--- config.mk ---
export PLATFORM = sky130hd
export DESIGN_NAME = dcr_responder
export DESIGN_NICKNAME = d
export VERILOG_FILES = /design/src/pkg/dcr_pkg.sv /design/src/rtl/dcr_word_tx.sv /design/src/rtl/dcr_chg_watch.sv /design/src/rtl/dcr_responder.sv
export VERILOG_INCLUDE_DIRS = /design/src /design/src/pkg
export SDC_FILE = /design/constraint.sdc
export NUM_CORES = 1
export LEC_CHECK = 0
export BUFFER_PORTS_ARGS = -buffer_cell sky130_fd_sc_hd__buf_2
export CAP_MARGIN = 20
export CORE_ASPECT_RATIO = 0.7
export CORE_MARGIN = 2
export CORE_UTILIZATION = 40
export CTS_BUF_LIST = sky130_fd_sc_hd__clkbuf_8
export CTS_CLUSTER_DIAMETER = 50
export DETAILED_ROUTE_END_ITERATION = 8
export SLEW_MARGIN = 20
export SYNTH_ARGS = -nofsm -noshare
export SYNTH_HDL_FRONTEND = slang
export SYNTH_SLANG_ARGS = --single-unit
--- constraint.sdc ---
create_clock -name core_clk -period 2.3 [get_ports core_clk]
set_input_delay 0.46 -clock core_clk [delete_from_list [all_inputs] [get_ports core_clk]]
set_output_delay 0.46 -clock core_clk [all_outputs]
set_load 0.02 [all_outputs]
--- src/pkg/dcr_cfg.svh ---
// Constants of the diagnostic command group responder.
// Assumes inclusion by bare name from files that need codes or timing.
`ifndef DCR_CFG_SVH
`define DCR_CFG_SVH

// Command group and sub-command codes
`define DCR_GROUP_DIAG     16'h0200
`define DCR_SUB_STATUS     16'h0001
`define DCR_SUB_IFSTAT     16'h0002
`define DCR_SUB_LOG_READ   16'h0003
`define DCR_SUB_LOG_COUNT  16'h0004
`define DCR_SUB_LOG_CLEAR  16'h0005
`define DCR_SUB_RSV_A      16'h0006
`define DCR_SUB_RSV_B      16'h0007

// Class prefixes, high byte of every response code
`define DCR_PFX_SYNC_OK    8'h88
`define DCR_PFX_ASYNC_OK   8'h48
`define DCR_PFX_UNSOL_OK   8'h28
`define DCR_PFX_SYNC_ERR   8'h82
`define DCR_PFX_ASYNC_ERR  8'h42
`define DCR_PFX_UNSOL_ERR  8'h22
`define DCR_PFX_SYNC_CTL   8'h81
`define DCR_PFX_ASYNC_CTL  8'h41
`define DCR_PFX_UNSOL_CTL  8'h21

// Low bytes selecting the specific response
`define DCR_LO_COMPLETE    8'h00
`define DCR_LO_PROGRESS    8'h01
`define DCR_LO_LEN_ERR     8'h00
`define DCR_LO_SEQ_ERR     8'h01
`define DCR_LO_GRP_ERR     8'h03
`define DCR_LO_TMO_ERR     8'h04
`define DCR_LO_FAIL_ERR    8'h06
`define DCR_LO_SYS_ERR     8'h07
`define DCR_LO_SUB_ERR     8'h08
`define DCR_LO_ACK_ERR     8'h09
`define DCR_LO_CTL_ERR     8'h0A
`define DCR_LO_ACK         8'h00
`define DCR_LO_NACK        8'h01
`define DCR_LO_CHG         8'h10

// Codes that must never leave the block
`define DCR_RSV_UNSOL      16'h2410
`define DCR_RSV_SYNC_OK0   16'h8800
`define DCR_RSV_SYNC_OK1   16'h8801

// Payload word counts
`define DCR_N0             2'h0
`define DCR_N1             2'h1
`define DCR_N2             2'h2
`define DCR_N3             2'h3

// Reset values
`define DCR_SEQ_RST        8'h00
`define DCR_STATUS_RST     64'h0000_0000_0000_0000

// Error bits of the 64-bit diagnostic status
`define DCR_ERR_MASK       64'h0607_CFFF_807F_FC08

// Timing
`define DCR_CLK_PERIOD_NS  10
`define DCR_EXEC_TMO_US    1000
`endif

--- src/pkg/dcr_pkg.sv ---
// Types of the diagnostic command group responder.
// Assumes the constants header is compiled alongside.
package dcr_pkg;

    // One decoded host message
    typedef struct packed {
        logic [15:0] group;
        logic [15:0] sub;
        logic [15:0] rx_len;
        logic [15:0] exp_len;
        logic [7:0]  rx_seq;
        logic        async;
    } dcr_cmd_t;

    // One response: code and up to three payload words
    typedef struct packed {
        logic [15:0] code;
        logic [15:0] w0;
        logic [15:0] w1;
        logic [15:0] w2;
        logic [1:0]  n;
    } dcr_rsp_t;

    // Execution result from the sub-command engine
    typedef struct packed {
        logic        fail;
        logic [15:0] module_num;
        logic [15:0] error_num;
    } dcr_res_t;

    typedef enum logic [1:0] {
        ST_IDLE,
        ST_EXEC,
        ST_DONE
    } dcr_state_t;

endpackage

--- src/rtl/dcr_word_tx.sv ---
// Response serialiser: code word first, then payload words.
// Assumes load only while busy is low.
`timescale 1ns/1ps
`include "dcr_cfg.svh"

module dcr_word_tx (
    // Clock and reset
    input  wire logic            core_clk,
    input  wire logic            rst,
    // Load side
    input  wire logic            load,
    input  wire dcr_pkg::dcr_rsp_t rsp,
    output wire logic            busy,
    // Word stream
    output logic                 rsp_valid,
    output logic [15:0]          rsp_word,
    output logic                 rsp_first,
    output wire logic            rsp_last,
    input  wire logic            rsp_ready
);
    logic [1:0]  rem;
    logic [47:0] queue;

    assign busy     = rsp_valid;
    assign rsp_last = rsp_valid && (rem == `DCR_N0);

    // Shift out one word per accepted beat; all payload is captured at load,
    // since the load-side response is only valid in the load cycle
    always_ff @(posedge core_clk) begin
        if (rst) begin
            rsp_valid <= 1'b0;
            rsp_word  <= 16'h0000;
            rsp_first <= 1'b0;
            rem       <= `DCR_N0;
            queue     <= 48'h0000_0000_0000;
        end else if (load) begin
            rsp_valid <= 1'b1;
            rsp_word  <= rsp.code;
            rsp_first <= 1'b1;
            rem       <= rsp.n;
            queue     <= {rsp.w0, rsp.w1, rsp.w2};
        end else if (rsp_valid && rsp_ready) begin
            rsp_first <= 1'b0;
            if (rem == `DCR_N0) begin
                rsp_valid <= 1'b0;
            end else begin
                rem      <= rem - `DCR_N1;
                rsp_word <= queue[47:32];
                queue    <= {queue[31:0], 16'h0000};
            end
        end
    end
endmodule

--- src/rtl/dcr_chg_watch.sv ---
// Diagnostic status change watcher for unsolicited reports.
// Assumes take pulses in the cycle the report is loaded.
`timescale 1ns/1ps
`include "dcr_cfg.svh"

module dcr_chg_watch (
    // Clock and reset
    input  wire logic        core_clk,
    input  wire logic        rst,
    // Status and report handshake
    input  wire logic [63:0] status,
    input  wire logic        take,
    output wire logic        pend,
    output wire logic        err_form
);
    logic [63:0] last_rep;

    // Report only a value different from the one last sent
    assign pend     = (status != last_rep);
    assign err_form = |(status & `DCR_ERR_MASK);

    // Remember what was reported
    always_ff @(posedge core_clk) begin
        if (rst) begin
            last_rep <= `DCR_STATUS_RST;
        end else if (take) begin
            last_rep <= status;
        end
    end
endmodule

--- src/rtl/dcr_responder.sv ---
// Diagnostic command group responder: checks and decodes host messages,
// drives the sub-command engine and emits response word streams.
// Assumes framing upstream and an engine that pulses exec_done once.
`timescale 1ns/1ps
`include "dcr_cfg.svh"

module dcr_responder #(
    parameter int EXEC_TMO_CYC = `DCR_EXEC_TMO_US * 1000 / `DCR_CLK_PERIOD_NS
) (
    // Clock and reset
    input  wire logic                core_clk,
    input  wire logic                rst,
    // Host message in
    input  wire logic                cmd_valid,
    input  wire dcr_pkg::dcr_cmd_t   cmd,
    output wire logic                cmd_ready,
    // Host data acknowledge in
    input  wire logic                ack_valid,
    input  wire logic [15:0]         ack_word,
    output wire logic                ack_ready,
    output logic                     ack_ok,
    output logic                     ack_nack,
    // Sub-command engine
    output logic                     exec_start,
    output logic [15:0]              exec_sub,
    input  wire logic                exec_done,
    input  wire dcr_pkg::dcr_res_t   exec_res,
    // System events
    input  wire logic                sys_err,
    input  wire logic                ctl_err,
    input  wire logic [63:0]         diag_status,
    // Response word stream
    output wire logic                rsp_valid,
    output wire logic [15:0]         rsp_word,
    output wire logic                rsp_first,
    output wire logic                rsp_last,
    input  wire logic                rsp_ready
);
    localparam logic [31:0] TMO_LAST = 32'(EXEC_TMO_CYC - 1);

    dcr_pkg::dcr_state_t state;
    dcr_pkg::dcr_rsp_t   next_rsp;
    dcr_pkg::dcr_rsp_t   fin_rsp;
    logic [7:0]          exp_seq;
    logic [31:0]         tmo_cnt;
    logic                busy;
    logic                load;
    logic                chg_take;
    logic                chg_pend;
    logic                chg_err;
    logic                sys_pend;
    logic                ctl_pend;
    logic                cmd_fire;
    logic                ack_fire;
    logic                len_bad;
    logic                seq_bad;
    logic                grp_bad;
    logic                sub_ok;
    logic                sub_rsv;
    logic                tmo_hit;
    logic [7:0]          err_pfx;

    // Acknowledges are taken ahead of new messages
    assign ack_ready = (state == dcr_pkg::ST_IDLE) && !busy;
    assign cmd_ready = ack_ready && !ack_valid;
    assign ack_fire  = ack_valid && ack_ready;
    assign cmd_fire  = cmd_valid && cmd_ready;

    // Message checks in priority order: length, sequence, group, sub-code
    assign len_bad = (cmd.rx_len != cmd.exp_len);
    assign seq_bad = (cmd.rx_seq != exp_seq);
    assign grp_bad = (cmd.group != `DCR_GROUP_DIAG);
    assign sub_ok  = (cmd.sub >= `DCR_SUB_STATUS) && (cmd.sub <= `DCR_SUB_LOG_CLEAR);
    assign sub_rsv = (cmd.sub == `DCR_SUB_RSV_A) || (cmd.sub == `DCR_SUB_RSV_B);
    assign err_pfx = cmd.async ? `DCR_PFX_ASYNC_ERR : `DCR_PFX_SYNC_ERR;
    assign tmo_hit = (tmo_cnt == TMO_LAST);

    // Response selection for the idle state and the final answer
    always_comb begin
        next_rsp = '0;
        load     = 1'b0;
        chg_take = 1'b0;
        if (state == dcr_pkg::ST_DONE) begin
            load     = !busy;
            next_rsp = fin_rsp;
        end else if (state == dcr_pkg::ST_IDLE && !busy) begin
            if (ack_fire) begin
                if (ack_word != {`DCR_PFX_SYNC_CTL, `DCR_LO_ACK} &&
                    ack_word != {`DCR_PFX_SYNC_CTL, `DCR_LO_NACK}) begin
                    load          = 1'b1;
                    next_rsp.code = {`DCR_PFX_SYNC_ERR, `DCR_LO_ACK_ERR};
                    next_rsp.w0   = ack_word;
                    next_rsp.n    = `DCR_N1;
                end
            end else if (cmd_fire) begin
                load = 1'b1;
                if (len_bad) begin
                    next_rsp.code = {err_pfx, `DCR_LO_LEN_ERR};
                    next_rsp.w0   = cmd.exp_len;
                    next_rsp.w1   = cmd.rx_len;
                    next_rsp.n    = `DCR_N2;
                end else if (seq_bad) begin
                    next_rsp.code = {err_pfx, `DCR_LO_SEQ_ERR};
                    next_rsp.w0   = {exp_seq, cmd.rx_seq};
                    next_rsp.n    = `DCR_N1;
                end else if (grp_bad) begin
                    next_rsp.code = {err_pfx, `DCR_LO_GRP_ERR};
                    next_rsp.w0   = cmd.group;
                    next_rsp.n    = `DCR_N1;
                end else if (sub_ok) begin
                    next_rsp.code = {`DCR_PFX_ASYNC_OK, `DCR_LO_PROGRESS};
                    next_rsp.w0   = cmd.sub;
                    next_rsp.n    = `DCR_N1;
                end else begin
                    // Reserved and unknown sub-codes alike
                    next_rsp.code = {`DCR_PFX_ASYNC_ERR, `DCR_LO_SUB_ERR};
                    next_rsp.w0   = cmd.sub;
                    next_rsp.n    = `DCR_N1;
                end
            end else if (sys_pend) begin
                load          = 1'b1;
                next_rsp.code = {`DCR_PFX_ASYNC_ERR, `DCR_LO_SYS_ERR};
            end else if (ctl_pend) begin
                load          = 1'b1;
                next_rsp.code = {`DCR_PFX_ASYNC_ERR, `DCR_LO_CTL_ERR};
            end else if (chg_pend) begin
                load          = 1'b1;
                chg_take      = 1'b1;
                // Never the reserved 24 class
                next_rsp.code = chg_err ? {`DCR_PFX_UNSOL_ERR, `DCR_LO_CHG}
                                        : {`DCR_PFX_UNSOL_OK, `DCR_LO_CHG};
            end
        end
    end

    // Control flow of one command
    always_ff @(posedge core_clk) begin
        if (rst) begin
            state <= dcr_pkg::ST_IDLE;
        end else begin
            case (state)
                dcr_pkg::ST_IDLE: begin
                    if (cmd_fire && !len_bad && !seq_bad && !grp_bad && sub_ok) begin
                        state <= dcr_pkg::ST_EXEC;
                    end
                end
                dcr_pkg::ST_EXEC: begin
                    if (exec_done || tmo_hit) begin
                        state <= dcr_pkg::ST_DONE;
                    end
                end
                dcr_pkg::ST_DONE: begin
                    if (!busy) begin
                        state <= dcr_pkg::ST_IDLE;
                    end
                end
                default: begin
                    state <= dcr_pkg::ST_IDLE;
                end
            endcase
        end
    end

    // Engine start strobe and the sub-code it works on
    always_ff @(posedge core_clk) begin
        if (rst) begin
            exec_start <= 1'b0;
            exec_sub   <= 16'h0000;
        end else begin
            exec_start <= cmd_fire && !len_bad && !seq_bad && !grp_bad && sub_ok;
            if (cmd_fire) begin
                exec_sub <= cmd.sub;
            end
        end
    end

    // Time-out counter, cleared whenever no command runs
    always_ff @(posedge core_clk) begin
        if (rst || state != dcr_pkg::ST_EXEC) begin
            tmo_cnt <= 32'h0000_0000;
        end else begin
            tmo_cnt <= tmo_cnt + 32'h0000_0001;
        end
    end

    // Final answer is latched since exec_done is a single pulse
    always_ff @(posedge core_clk) begin
        if (rst) begin
            fin_rsp <= '0;
        end else if (state == dcr_pkg::ST_EXEC) begin
            if (exec_done && exec_res.fail) begin
                fin_rsp.code <= {`DCR_PFX_ASYNC_ERR, `DCR_LO_FAIL_ERR};
                fin_rsp.w0   <= exec_sub;
                fin_rsp.n    <= `DCR_N1;
            end else if (exec_done) begin
                fin_rsp.code <= {`DCR_PFX_ASYNC_OK, `DCR_LO_COMPLETE};
                fin_rsp.w0   <= exec_sub;
                fin_rsp.w1   <= exec_res.module_num;
                fin_rsp.w2   <= exec_res.error_num;
                fin_rsp.n    <= (exec_sub == `DCR_SUB_IFSTAT) ? `DCR_N3 : `DCR_N1;
            end else if (tmo_hit) begin
                fin_rsp.code <= {`DCR_PFX_ASYNC_ERR, `DCR_LO_TMO_ERR};
                fin_rsp.n    <= `DCR_N0;
            end
        end
    end

    // Expected sequence resynchronises to the received one plus one
    always_ff @(posedge core_clk) begin
        if (rst) begin
            exp_seq <= `DCR_SEQ_RST;
        end else if (cmd_fire) begin
            exp_seq <= cmd.rx_seq + 8'h01;
        end
    end

    // Sticky event flags; a new event beats the clear
    // Only an idle-state load serves them, never the final answer of a command
    always_ff @(posedge core_clk) begin
        if (rst) begin
            sys_pend <= 1'b0;
            ctl_pend <= 1'b0;
        end else begin
            sys_pend <= sys_err ||
                        (sys_pend && !(load && state == dcr_pkg::ST_IDLE && !ack_fire && !cmd_fire));
            ctl_pend <= ctl_err ||
                        (ctl_pend && !(load && state == dcr_pkg::ST_IDLE && !ack_fire && !cmd_fire && !sys_pend));
        end
    end

    // Acknowledge result strobes for the transmit layer
    always_ff @(posedge core_clk) begin
        if (rst) begin
            ack_ok   <= 1'b0;
            ack_nack <= 1'b0;
        end else begin
            ack_ok   <= ack_fire && (ack_word == {`DCR_PFX_SYNC_CTL, `DCR_LO_ACK});
            ack_nack <= ack_fire && (ack_word == {`DCR_PFX_SYNC_CTL, `DCR_LO_NACK});
        end
    end

    dcr_chg_watch u_chg (
        .core_clk (core_clk),
        .rst      (rst),
        .status   (diag_status),
        .take     (chg_take),
        .pend     (chg_pend),
        .err_form (chg_err)
    );

    dcr_word_tx u_tx (
        .core_clk  (core_clk),
        .rst       (rst),
        .load      (load),
        .rsp       (next_rsp),
        .busy      (busy),
        .rsp_valid (rsp_valid),
        .rsp_word  (rsp_word),
        .rsp_first (rsp_first),
        .rsp_last  (rsp_last),
        .rsp_ready (rsp_ready)
    );
endmodule

==> results of run 1 <==
## stage by stage
stage               setup slack, ns  util [%]
floorplan                   0.00144         -
global placement             -0.613      50.3
detailed placement           -0.621      50.3
CTS                          -0.137      54.8
global route                 -0.278      56.4
finish                       -0.216      56.4
## power by group through the flow
stage | Clock, mW | Combinational (mW) | Sequential (mW)
3_3_place_gp | 0 | 1.42 | 4.63
4_1_cts | 3.95 | 1.58 | 4.54
5_1_grt | 4.16 | 1.83 | 4.56
3_5_place_dp | 0 | 1.43 | 4.63
2_1_floorplan | 0 | 0.703 | 4.64
6_report | 3.87 | 1.72 | 4.55
## layout by cell type, fill, tap and decap left out, types with 11 or more instances in the layout
cell and n:
sky130_fd_sc_hd__nand3_1 46, sky130_fd_sc_hd__inv_1 36, sky130_fd_sc_hd__a22oi_1 18, sky130_fd_sc_hd__buf_4 188
sky130_fd_sc_hd__xnor2_1 73, sky130_fd_sc_hd__a32oi_1 16, sky130_fd_sc_hd__nand2_1 199, sky130_fd_sc_hd__a21oi_1 143
sky130_fd_sc_hd__nor3_1 15, sky130_fd_sc_hd__mux2i_1 66, sky130_fd_sc_hd__buf_12 11, sky130_fd_sc_hd__xor2_1 41
sky130_fd_sc_hd__nand4_1 28, sky130_fd_sc_hd__clkbuf_8 52, sky130_fd_sc_hd__o21ai_0 20, sky130_fd_sc_hd__a31oi_1 18
sky130_fd_sc_hd__nor2_1 149, sky130_fd_sc_hd__a2bb2oi_2 15, sky130_fd_sc_hd__dfxtp_1 240, sky130_fd_sc_hd__nor4_1 27
sky130_fd_sc_hd__buf_2 232
## routing by layer
metal  routed length (um)  global-route usage [%]  share of wire, %
met5                    0                       0                 0
met2                17400                    36.5                41
met3                 3520                    8.12               8.4
met4                 1190                    8.88               2.8
met1                19900                    38.1                47
## repair_timing
item | 4_1_cts | 5_1_grt
resized for setup | 59 | 48
hold endpoints to repair | 0 | 0
gates cloned | 5 | 9
setup buffers | 6 | 12
pin swaps | 14 | 33
setup endpoints to repair | 134 | 138
## worst max-delay path: cells and delay by family (launching register included)
family                    cells  cell delay (ns)
and+or+nand+nor               4             0.95
buffers and inverters         5             0.76
AOI/OAI and AO/OA             2             0.26
xor gates and xnor gates      1             0.12
DFF                           1             0.36
## logic make-up (layout without fill, tap and decap cells)
kind of cell | count (synthesis) | count (layout)
AND/OR/NAND/NOR | 532 | 533
AO/OA/AOI/OAI | 302 | 302
flip-flops | 249 | 249
XOR/XNOR | 122 | 122
buffers and inverters | 116 | 548
multiplexers | 67 | 67
adder cells (fa/ha/maj) | 3 | 3
other | 0 | 3
## worst max path at each step
| stage | startpoint | end | slack (ns) | depth (start not counted) |
|---|---|---|---|---|
| 6_report | u_chg.last_rep[51] | u_tx.queue[25] | -0.22 | 12 |
| 5_1_grt | u_chg.last_rep[51] | u_chg.last_rep[42] | -0.28 | 9 |
| 3_3_place_gp | diag_status[8] | u_tx.queue[27] | -0.61 | 10 |
| 2_1_floorplan | ack_word[4] | u_tx.queue[32] | 0.001 | 10 |
| 3_5_place_dp | diag_status[8] | u_tx.queue[27] | -0.62 | 10 |
| 4_1_cts | u_chg.last_rep[1] | u_chg.last_rep[9] | -0.14 | 9 |
## flip-flops by register name (all words and copies together) (netlist names)
| name | count |
|---|---|
| ack_nack | 1 |
| u_tx.busy | 1 |
| ctl_pend | 1 |
| u_tx.rsp_first | 1 |
| tmo_cnt | 32 |
| exp_seq | 8 |
| u_chg.last_rep | 64 |
| exec_start | 1 |
| state | 2 |
| exec_sub | 16 |
| ack_ok | 1 |
| u_tx.queue | 48 |
| sys_pend | 1 |
| u_tx.rsp_word | 16 |
| fin_rsp | 54 |
| u_tx.rem | 2 |
## cell type report
cell class	instances	area [um2]
diodes	3	7.51
clock buffers	52	716
clock inverters	21	91.3
fillers	2646	12600
inverters	19	71.3
multi-input cells	1027	6640
flip-flops and latches	249	5000
well taps	378	473
repair buffers	456	3260
==> out/summary.md, run 1 <==
The tools report the final clock skew as 0.0318 ns. For flop-to-flop paths, the worst setup slack is -0.22 ns. The design draws 10.1 mW.

The clock-pin slew of the registers on the worst-case setup and hold paths works out to 0.07 ns. The worst hold endpoint is ack_ok. The dominant combinational cell family by area after synthesis was simple AND/OR/NAND/NOR gates. The post-layout net count is 1991. In this design, the stage delay of the slowest critical-path cell is 0.42 ns. Along the worst path, the maximum fanout reaches 5. Total count of max-transition violations in the final report: 0. The leading cell type by number of instances after synthesis was sky130_fd_sc_hd__dfxtp_1. The top cell type by area accounts for 42.7% of the synthesized area.

Reg-to-reg critical path startpoint: u_chg.last_rep[51]. In the final timing run, aggregate negative setup slack is -20.07 ns. The logs give 55.9% for the worst slew margin relative to its limit and 7.33 mW for the design internal power. The run gives 1.02 as the final weighted congestion in routability-driven placement. The tools report the endpoint class of the critical path as a flop.

Counting flops and latches in the post-synthesis netlist gives 249. Area of the mapped netlist: 11700 um2. Critical path's slowest cell: sky130_fd_sc_hd__nor4_4. The I/O pin count came out at 234.

The die footprint came out at 30600 um2. Summing the areas of all and, or, nand and nor instances in the mapped netlist gives 21.0% of the synthesized area. For the worst flop-to-flop path, the logic depth is 12. For the total iterations of the first detailed-routing run, the log shows 5. By area the synthesized netlist is led by sky130_fd_sc_hd__dfxtp_1 43%, sky130_fd_sc_hd__nand2_1 6.4%, sky130_fd_sc_hd__a21oi_1 6.3%. For the combinational share of power, the log shows 17.0%. The run gives 2205 as the post-layout instance count excluding filler cells. Summing the areas of all compound-gate instances in the mapped netlist gives 16.7% of the synthesized area. Summed over all layers, the routed wires come to 42000 um. The measured slew at the worst slew-check pin came out at 0.661 ns. The tools report the buffer cell driving the clock tree root as sky130_fd_sc_hd__clkbuf_8.

The number of enable-type register cells in the synthesized netlist was 0. The power density relative to cell area was 624 nW/um2. Along the worst hold path, the cell count comes to 2.

CTS built an H-tree with a depth of 2. In this run the mean area of a mapped cell was 8.39 um2. The checks that failed: negative setup slack.

Cells with a size suffix above 1 make up 32.7% of the layout. The run finished, with violations left. The detailed router finished its first iteration with 897 violations. The maximum vdd drop is 0.368 mV. The critical path goes through xnor2_2 -> nand4_1 -> nor4_4 -> nand4_1 -> buf_6 -> o22ai_4 -> buf_12 -> buf_8 -> buf_8 -> clkbuf_16 -> nand3_1 -> a21oi_1.

The routed layout has 11900 vias. In the synthesized netlist, the number of instances is 1391. The tools report the register share of total power as 44.9%. The fraction of synthesized area in multiplexers is 5.75%.

The residual antenna-violating net count after detailed routing was 0; the post-detailed-route DRC marker count was 0. The critical path is of the reg2reg type. The number of nets in the synthesized netlist is 1588. The warning count from the yosys run came out at 0. In this run the power spent charging and discharging nets is 2.81 mW. The nature of the critical path startpoint was a flop.

Share of flip-flops with an asynchronous set or reset: 0%. The core region is 28800 um2. TritonCTS built the clock tree.

In this run the most critical hold path is launched from ack_word[0]. Buffers placed on the I/O ports in this run total 233. The path class of the tightest hold or removal check is in2reg. Prevailing post-synth register cell: sky130_fd_sc_hd__dfxtp_1.

The clock sink count came out at 249. After legalization and detailed placement, the total HPWL measured 30100 um. At the worst endpoint, the required time is 2.79 ns. Setup violations remaining at the end of the flow were counted as 132. The synthesized netlist devotes 9.16% of its cell area to XOR and XNOR gates. The first-pass GRT wire length is 63000 um, and the residual overflow from global routing is 0. Via count of the first global-routing pass: 11200.

The clock network accounts for 38.1% of the total power. The max-capacitance violation count came out at 0. In the global route stage, overall resource usage came out at 26.2%. The number of antenna violations at the first check in global routing came out at 3. The area of all placed cells without fillers was 16200 um2; the share of total power consumed by net switching was 27.7%.

Summing all placed instances gives a cell area of 14500 um2. The signed area change from the synthesized netlist to the final layout was 39.2%; the final setup slack of the worst path was -0.216 ns. The proportion of synthesized chip area in sequential cells is 42.7%, and the placed cell count is 2101. The tools report the number of endpoints with negative hold slack in the final report as 0. Of the total synthesized cell area, the portion taken by full adders, half adders and majority gates is 0.322%.

Share of the clock period used by the worst path: 109%. The maximum number of buffers from clock root to sink was 3. Ranked by instance count, the synthesized netlist is headed by 249 x sky130_fd_sc_hd__dfxtp_1, 199 x sky130_fd_sc_hd__nand2_1, 153 x sky130_fd_sc_hd__nor2_1.

In this run the core area contains 52 standard-cell rows. In this run the critical register-to-register path is captured at u_tx.queue[25]. The height of the die works out to 147 um.

The tools report the fmax as 0.397 GHz. The wire length per cell was 19.1 um; the distinct cell type count of the synthesized netlist was 54. In the routed layout, each cell is associated on average with a via count of 5.39. The initial utilization of the core area, before any placement, comes to 40.5%.

Buffers inserted during clock tree synthesis total 41. The biggest area consumer among synthesized cells was sky130_fd_sc_hd__dfxtp_1. The logs give 3.00 ns for the data arrival time of the critical path and 0.57 ns for the clock insertion delay at the later pin of the skew report. The analysis attributes to cell leakage a power of 6.78 nW. Die extent in x: 208 um. The number of buffers inserted for hold repair after clock tree synthesis is 0, and the worst hold-check slack is 0.0889 ns.

The minimum clock period works out to 2.52 ns. The pin count of the biggest net entering global routing was 145. Setup repair after global routing could not meet its margin everywhere.
(Power assumes the default switching activity.)
==> run 2: changes to the inputs <==
--- a/config.mk
+++ b/config.mk
@@ -10,10 +10,11 @@
 export CAP_MARGIN = 20
 export CORE_ASPECT_RATIO = 0.7
 export CORE_MARGIN = 2
-export CORE_UTILIZATION = 40
+export CORE_UTILIZATION = 45
 export CTS_BUF_LIST = sky130_fd_sc_hd__clkbuf_8
 export CTS_CLUSTER_DIAMETER = 50
 export DETAILED_ROUTE_END_ITERATION = 8
+export PLACE_DENSITY = 0.7
 export SLEW_MARGIN = 20
 export SYNTH_ARGS = -nofsm -noshare
 export SYNTH_HDL_FRONTEND = slang
==> out/summary.md, run 2 (synthesis results as in run 1) <==
The register with the most flip-flops was u_chg.last_rep. The clock insertion delay at the later pin of the skew report is 0.56 ns (about the same), and the via count of the first global-routing pass is 11300 (+1.3%). The share of the clock period used by the worst path came out at 103% (-6.3 points). The tools report the max-capacitance violation count as 0 (unchanged). The run finished, with violations left. The maximum number of buffers from clock root to sink was 3 (unchanged).

The cell sitting at the root of the clock tree is a sky130_fd_sc_hd__clkbuf_8. The area of the multi-input gates was 6780 um2 (+2.1%); the die extent in x was 196 um (-5.6%). Worst slew margin relative to its limit: 53.7% (-2.2 points). The delay of the slowest cell on the worst path came out at 0.37 ns (-0.05 ns). The maximum fanout encountered on the critical timing path was 7 (+2); the die footprint was 27300 um2 (-11%). In the layout the commonest cells are 239 x sky130_fd_sc_hd__dfxtp_1, 232 x sky130_fd_sc_hd__buf_2, 197 x sky130_fd_sc_hd__nand2_1.

For the all-layer global routing usage, the log shows 29.2% (+3.0 points). For the post-detailed-route DRC marker count, the log shows 0 (unchanged). The fmax is 0.422 GHz (+6.1%).

The run gives 5 (unchanged) as the total iterations of the first detailed-routing run. The logs give 6.62 nW (-2.3%) for the static power due to leakage and 44 (-67%) for the number of endpoints failing setup at the final stage. The power density relative to cell area is 625 nW/um2 (+0.18%), and the first-pass GRT wire length is 62800 um (-0.30%). The floorplan core area came out at 25600 um2 (-11%).

The largest registers in the layout are u_chg.last_rep x64, fin_rsp x54, u_tx.queue x48. Critical path's slowest cell: sky130_fd_sc_hd__or3b_4. The run gives 2.72 ns (-0.07 ns) as the critical path required time.

The share of post-route cells with drive strength above 1 was 33.4% (+0.71 points). The minimum clock period was 2.37 ns (-0.144 ns). The run gives 0 (-3) as the number of diodes added for antenna fixing. The tools report the clock sink count as 249 (unchanged). The data arrival time of the critical path came out at 2.79 ns (-0.21 ns). The tools report the placed cell count as 2039 (-3.0%). The number of fillers in the final layout is 2190 (-17%), and the measured slew at the worst slew-check pin is 0.694 ns (+0.0334 ns). The flip-flop count of the largest register after layout came out at 64 (unchanged). The nature of the critical path startpoint was a flop. The post-layout instance count excluding filler cells was 2128 (-3.5%). Start-to-end type of the worst setup path: reg2reg.

TritonCTS built the clock tree. The residual overflow from global routing is 0 (unchanged). The family with the most delay on the worst path is simple AND/OR/NAND/NOR gates. The logs give 39 (-4.9%) for the number of clock buffers inserted by TritonCTS and 0.0235 ns (-0.00830 ns) for the final clock skew. The initial core utilization was 45.6% (+5.2 points); the sequential cell area was 5000 um2 (about the same). The most numerous cell type found on the critical path is sky130_fd_sc_hd__nand4_1. The maximum vdd drop was 0.369 mV (+0.32%); the wire length per cell was 19.9 um (+4.3%). The area of all placed cells without fillers is 16100 um2 (-0.88%), and the buffering stage count on the worst path with inverters included is 2 (-3).

The run gives 0 (unchanged) as the number of endpoints with negative hold slack in the final report. Total count of max-transition violations in the final report: 0 (unchanged). The clock-pin slew of the registers on the worst-case setup and hold paths works out to 0.06 ns (about the same). The height of the die was 139 um (-5.6%). The tools report the post-place instance area as 14300 um2 (-1.2%). The residual antenna-violating net count after detailed routing is 0 (unchanged), and the number of buffers inserted for hold repair after clock tree synthesis is 0 (unchanged). The final weighted congestion in routability-driven placement came out at 1.00 (-1.8%). Final setup slack of the worst path: -0.0724 ns (+0.144 ns). Traced cell by cell, the critical path runs through xnor2_2 -> nand4_1 -> nor4_2 -> nand4_1 -> buf_6 -> or3b_4 -> clkbuf_16 -> mux2i_1 -> nor2_1. The vias per cell is 5.68 (+5.5%). The number of levels the H-tree was split into came out at 2 (unchanged). The via count was 12100 (+1.8%).

The count of port buffers added during placement came out at 233 (unchanged). For the post-layout net count, the log shows 1970 (-1.1%). The library cell used most frequently in the layout, excluding fill and tap cells, is sky130_fd_sc_hd__dfxtp_1.

Number of antenna violations at the first check in global routing: 1 (-2). The worst hold-check slack was 0.0983 ns (+0.00936 ns); the overall routed net length was 42300 um (+0.66%). The detailed placer's ending HPWL came out at 30100 um (-0.11%). The logs give 81 (-44%) for the pin count of the biggest net entering global routing and 1045 (+16%) for the number of DRC violations after detailed-routing iteration 0. The number of placement rows came out at 49 (-5.8%).

The signed area change from the synthesized netlist to the final layout is 38.0%. The run gives 234 (unchanged) as the I/O pin count. STA classifies the critical path endpoint as a flop.

The path class of the tightest hold or removal check is in2reg. The checks that failed: negative setup slack. Setup repair after global routing could not meet its margin everywhere.
run 2: cell count changes in the layout (fill, tap and decap cells not counted), sizes merged:
| cell | change |
|---|---|
| buf | -21 |
| bufinv | +1 |
| clkbuf | -1 |
| clkinv | +1 |
| clkinvlp | -2 |
| diode | -3 |
| inv | -5 |
run 2: stage by stage:
step	power, mW	worst slack [ns]	setup TNS, ns	utilization (%)
global placement	6.02	-0.378	-34.76	56.0
global route	10.4	-0.180	-6.99	63.0
finish	10.1	-0.0724	-1.25	63.0
CTS	9.87	-0.0103	-0.0119	59.6
detailed placement	6.04	-0.373	-35.56	56.0
floorplan	5.34	0.00144	0	-
run 2: path summary, 6_finish.rpt:
path         slack, ns          startpoint  cells after the start                 end
max              -0.07  u_chg.last_rep[34]                      9  u_chg.last_rep[23]
max reg2reg      -0.07  u_chg.last_rep[34]                      9  u_chg.last_rep[23]
min                0.1         ack_word[0]                      2              ack_ok
min reg2reg       0.45          fin_rsp[6]                      2          fin_rsp[6]
run 2: routing by layer:
metal | wire length [um] | GRT usage [%] | part of all wire, %
met5 | 11 | 0 | 0.026
met4 | 815 | 6.50 | 1.9
met3 | 4200 | 8.07 | 9.9
met2 | 18100 | 42.4 | 43
met1 | 19100 | 42.9 | 45
run 2: final cells by class:
type / instances / area share [%]
clock inverter: 16 / 0.606
timing repair buffer: 437 / 19.1
multi-input combinational: 1027 / 42.1
inverter: 19 / 0.443
clock buffer: 49 / 4.19
tap: 331 / 2.57
sequential: 249 / 31.0
run 2: timing repair:
| item | in CTS | in global routing |
|---|---|---|
| cloned | 3 | 15 |
| gates resized for setup | 15 | 115 |
| pin swaps | 8 | 57 |
| endpoints found under the setup margin | 94 | 134 |
| setup buffers | 3 | 4 |
run 2: power by group:
part           switching (mW)  internal, mW
registers               0.109          4.44
clock network            1.79          2.02
logic                   0.876         0.820
total                    2.78          7.29
run 2: worst reg2reg max path: stages (launching register included):
cell	delay [ns]
sky130_fd_sc_hd__dfxtp_1	0.34
sky130_fd_sc_hd__xnor2_2	0.18
sky130_fd_sc_hd__nand4_1	0.17
sky130_fd_sc_hd__nor4_2	0.36
sky130_fd_sc_hd__nand4_1	0.16
sky130_fd_sc_hd__buf_6	0.16
sky130_fd_sc_hd__or3b_4	0.37
sky130_fd_sc_hd__clkbuf_16	0.21
sky130_fd_sc_hd__mux2i_1	0.23
sky130_fd_sc_hd__nor2_1	0.06
==> run 3: changes to the inputs <==
--- a/config.mk
+++ b/config.mk
@@ -6,6 +6,7 @@
 export SDC_FILE = /design/constraint.sdc
 export NUM_CORES = 1
 export LEC_CHECK = 0
+export ABC_AREA = 1
 export BUFFER_PORTS_ARGS = -buffer_cell sky130_fd_sc_hd__buf_2
 export CAP_MARGIN = 20
 export CORE_ASPECT_RATIO = 0.7
@@ -14,7 +15,7 @@
 export CTS_BUF_LIST = sky130_fd_sc_hd__clkbuf_8
 export CTS_CLUSTER_DIAMETER = 50
 export DETAILED_ROUTE_END_ITERATION = 8
-export PLACE_DENSITY = 0.7
+export PLACE_DENSITY = 0.69
 export SLEW_MARGIN = 20
 export SYNTH_ARGS = -nofsm -noshare
 export SYNTH_HDL_FRONTEND = slang
==> out/summary.md, run 3 <==
The worst-case reg-to-reg path depth was 13 (+4); the vias per cell was 5.13 (-9.8%). The distinct cell type count of the synthesized netlist was 47 (-13%); the all-layer global routing usage was 27.9% (-1.3 points). Number of endpoints failing setup at the final stage: 0 (-100%). The share of post-route cells with drive strength above 1 came out at 18.9% (-15 points). The clock sink count was 249 (unchanged). In the final layout, the registers with the most flip-flops are u_chg.last_rep x64, fin_rsp x54, u_tx.queue x48. The via count of the first global-routing pass was 12300 (+8.7%); the flip-flop count of the largest register after layout was 64 (unchanged). The total iterations of the first detailed-routing run was 5 (unchanged). For hold timing, the worst endpoint is ack_ok.

The floorplan core area was 27800 um2 (+8.6%). The first-pass GRT wire length is 64100 um (+2.2%). The run gives 0 (unchanged) as the post-detailed-route DRC marker count. The worst slew margin relative to its limit is 61.7% (+8.0 points), and the detailed placer's ending HPWL is 32000 um (+6.4%). The overall routed net length came out at 41900 um (-1.0%). The clock-pin slew of the registers on the worst-case setup and hold paths came out at 0.06 ns (about the same). The measured slew at the worst slew-check pin works out to 0.569 ns (-0.126 ns). The synthesized net count came out at 2177 (+37%). In this run the most critical hold path is launched from ack_word[0]. Setup repair after global routing left no endpoint under its margin. The number of antenna violations at the first check in global routing came out at 3 (+2). The warning count from the yosys run was 0 (unchanged). The logs give 2.80 ns (+0.08 ns) for the critical path required time and 0.466 GHz (+11%) for the fmax. Maximum fanout encountered on the critical timing path: 13 (+6). The area of the mapped netlist is 12700 um2 (+8.9%), and the power density relative to cell area is 641 nW/um2 (+2.5%). The count of port buffers added during placement came out at 233 (unchanged). For the maximum vdd drop, the log shows 0.343 mV (-6.9%).

For the data arrival time of the critical path, the log shows 2.65 ns (-0.14 ns). The via count is 13500 (+12%). The run gives 234 (unchanged) as the I/O pin count.

The die extent in x was 205 um (+4.3%). TritonCTS built the clock tree. For the static power due to leakage, the log shows 7.27 nW (+9.9%). The tools report the final weighted congestion in routability-driven placement as 0.957 (-4.5%).

The flop-to-flop setup slack is 0.15 ns (+0.23 ns), and the total count of max-transition violations in the final report is 0 (unchanged). The share of flip-flops with an asynchronous set or reset works out to 0% (unchanged). The start-to-end type of the worst setup path is reg2reg. The height of the die was 145 um (+4.2%); the number of clock buffers inserted by TritonCTS was 41 (+5.1%). STA classifies the critical path endpoint as a flop. The tools report the nature of the critical path startpoint as a flop. Leaving out fill and tap cells, the most frequent cells in the layout are 533 x sky130_fd_sc_hd__nand2_1, 274 x sky130_fd_sc_hd__nor2_1, 249 x sky130_fd_sc_hd__dfxtp_1. The tools report the buffer cell driving the clock tree root as sky130_fd_sc_hd__clkbuf_8.

Area fraction of the dominant cell type after synthesis: 39.2% (-3.5 points). The tools report the worst flop-to-flop path endpoint as u_tx.queue[38]. The run gives 0.58 ns (+0.02 ns) as the clock insertion delay at the later pin of the skew report.

The worst hold path belongs to the class in2reg. For the die footprint, the log shows 29600 um2 (+8.7%). The flow ran to the end, and the final reports show no timing, DRC or antenna violations. The run gives 39.2% (-3.5 points) as the proportion of synthesized chip area in sequential cells. Number of standard cells after synthesis: 1980 (+42%).

The logs give 0.0153 ns (-0.00819 ns) for the final clock skew and 0 (unchanged) for the number of endpoints with negative hold slack in the final report. Leaving out fill and tap cells, the most frequent cell in the layout is sky130_fd_sc_hd__nand2_1. The number of buffers inserted for hold repair after clock tree synthesis was 0 (unchanged). The mean instance size in the synthesized netlist came out at 6.42 um2 (-24%).

The wire length per cell was 15.9 um (-20%). The reg-to-reg critical path startpoint is state[0]. The largest total area in the synthesized netlist belongs to sky130_fd_sc_hd__dfxtp_1. The run gives 0 (unchanged) as the max-capacitance violation count. The logs give 51 (+4.1%) for the number of placement rows and 55.5% (-7.5 points) for the utilization after layout.

The area of all placed cells without fillers was 15400 um2 (-4.4%). The most used flip-flop cell after synthesis is sky130_fd_sc_hd__dfxtp_1. Number of enable-type register cells in the synthesized netlist: 0 (unchanged).

Yosys attributes the largest share of cell area to sky130_fd_sc_hd__dfxtp_1 39%, sky130_fd_sc_hd__nand2_1 16%, sky130_fd_sc_hd__nor2_1 8.2%. The minimum clock period was 2.15 ns (-0.227 ns). The number of levels the H-tree was split into is 2 (unchanged), and the signed area change from the synthesized netlist to the final layout is 21.2%.

The maximum number of buffers from clock root to sink was 3 (unchanged). The run gives 0 (unchanged) as the residual overflow from global routing. The logs give 45.8% (+0.13 points) for the initial core utilization and 68 (-16%) for the pin count of the biggest net entering global routing. The number of flip-flops and latches in the synthesized netlist is 249 (unchanged). Leading cell type by number of instances after synthesis: sky130_fd_sc_hd__nand2_1.

Counting flops per register, the top entry is u_chg.last_rep. The number of fillers in the final layout was 2785 (+27%); the post-layout net count was 2443 (+24%). The share of the clock period used by the worst path was 93.3% (-9.9 points).

Sorting the synthesized cells by how often they occur yields 534 x sky130_fd_sc_hd__nand2_1, 278 x sky130_fd_sc_hd__nor2_1, 249 x sky130_fd_sc_hd__dfxtp_1. The post-place instance area was 14600 um2 (+2.0%); the cell depth of the worst hold path was 2 (unchanged). The number of DRC violations after detailed-routing iteration 0 is 1094 (+4.7%), and the residual antenna-violating net count after detailed routing is 0 (unchanged).
-- run 3: cell count changes after synthesis, sizes merged, moves of 67 or more --
cell / delta
xnor2: -75
o21ai: +195
nand2: +342
mux2i: -67
nor2: +135
inv: +216
-- run 3: worst max-delay path: stages (launching register included) --
cell and delay, ns:
sky130_fd_sc_hd__dfxtp_1 0.33, sky130_fd_sc_hd__inv_2 0.06, sky130_fd_sc_hd__nand3_2 0.15, sky130_fd_sc_hd__nor2_4 0.13, sky130_fd_sc_hd__nand2_2 0.14, sky130_fd_sc_hd__inv_2 0.09
sky130_fd_sc_hd__nand2_1 0.10, sky130_fd_sc_hd__inv_1 0.36, sky130_fd_sc_hd__nand2_1 0.13, sky130_fd_sc_hd__nand3_1 0.11, sky130_fd_sc_hd__nand2_1 0.05, sky130_fd_sc_hd__nand2_1 0.12
sky130_fd_sc_hd__nand2_1 0.13, sky130_fd_sc_hd__a21oi_1 0.16
-- run 3: through the flow --
step	std cells	setup TNS [ns]	hold WS, ns	worst slack [ns]	power (mW)
after detailed placement	2572	-0.306	0.441	-0.0455	6.13
after global placement	2572	-0.0913	0.430	-0.0438	6.11
after CTS	2635	0	0.0636	0.107	9.92
after global routing	2639	0	0.0871	0.00188	10.3
final	2639	0	0.0828	0.154	9.87
after floorplan	1980	0	0.418	0.424	5.49
-- run 3: layout make-up --
class                      instances  area [um2]  share of cell area (%)
antenna                            2        5.00                  0.0325
clock buffer                      51         702                    4.56
clock inverter                    12        62.6                   0.406
inverter                         238         896                    5.82
multi-input combinational       1409        6480                    42.1
sequential                       249        4980                    32.4
tap                              371         464                    3.01
timing repair buffer             307        1810                    11.7
-- run 3: how the worst max path moves through the flow --
stage / from / to / slack, ns / depth (start not counted)
2_1_floorplan: u_tx.busy / u_tx.rem[1] / 0.42 / 12
3_3_place_gp: diag_status[3] / u_tx.rsp_word[2] / -0.04 / 15
3_5_place_dp: diag_status[3] / u_tx.rsp_word[2] / -0.05 / 15
4_1_cts: state[0] / u_chg.last_rep[34] / 0.11 / 12
5_1_grt: tmo_cnt[0] / tmo_cnt[24] / 0.002 / 12
6_report: state[0] / u_tx.queue[38] / 0.15 / 13
-- run 3: cells by family after synthesis --
logic type                 synth area share (%)
buffers and inverters                      9.95
DFF                                        39.2
adders and majority gates                 0.295
AOI/OAI and AO/OA                          15.9
xor gates and xnor gates                   2.62
and+or+nand+nor                            32.0
-- run 3: layer usage --
layer / wire [um] / part of all wire [%] / global-route usage (%)
met1: 20200 / 48 / 41.2
met2: 16700 / 40 / 39.2
met3: 3930 / 9.4 / 7.01
met4: 990 / 2.4 / 8.70
met5: 13 / 0.031 / 0
-- run 3: what timing repair did --
action,in CTS,in global routing
gates resized for setup,0,6
endpoints found under the setup margin,0,28
hold endpoints to repair,0,0
buffers inserted,0,2
-- run 3: power breakdown --
part           switching, mW  internal, mW
sequential             0.111          4.49
combinational          0.918         0.551
clock                   1.82          1.98
total                   2.85          7.02
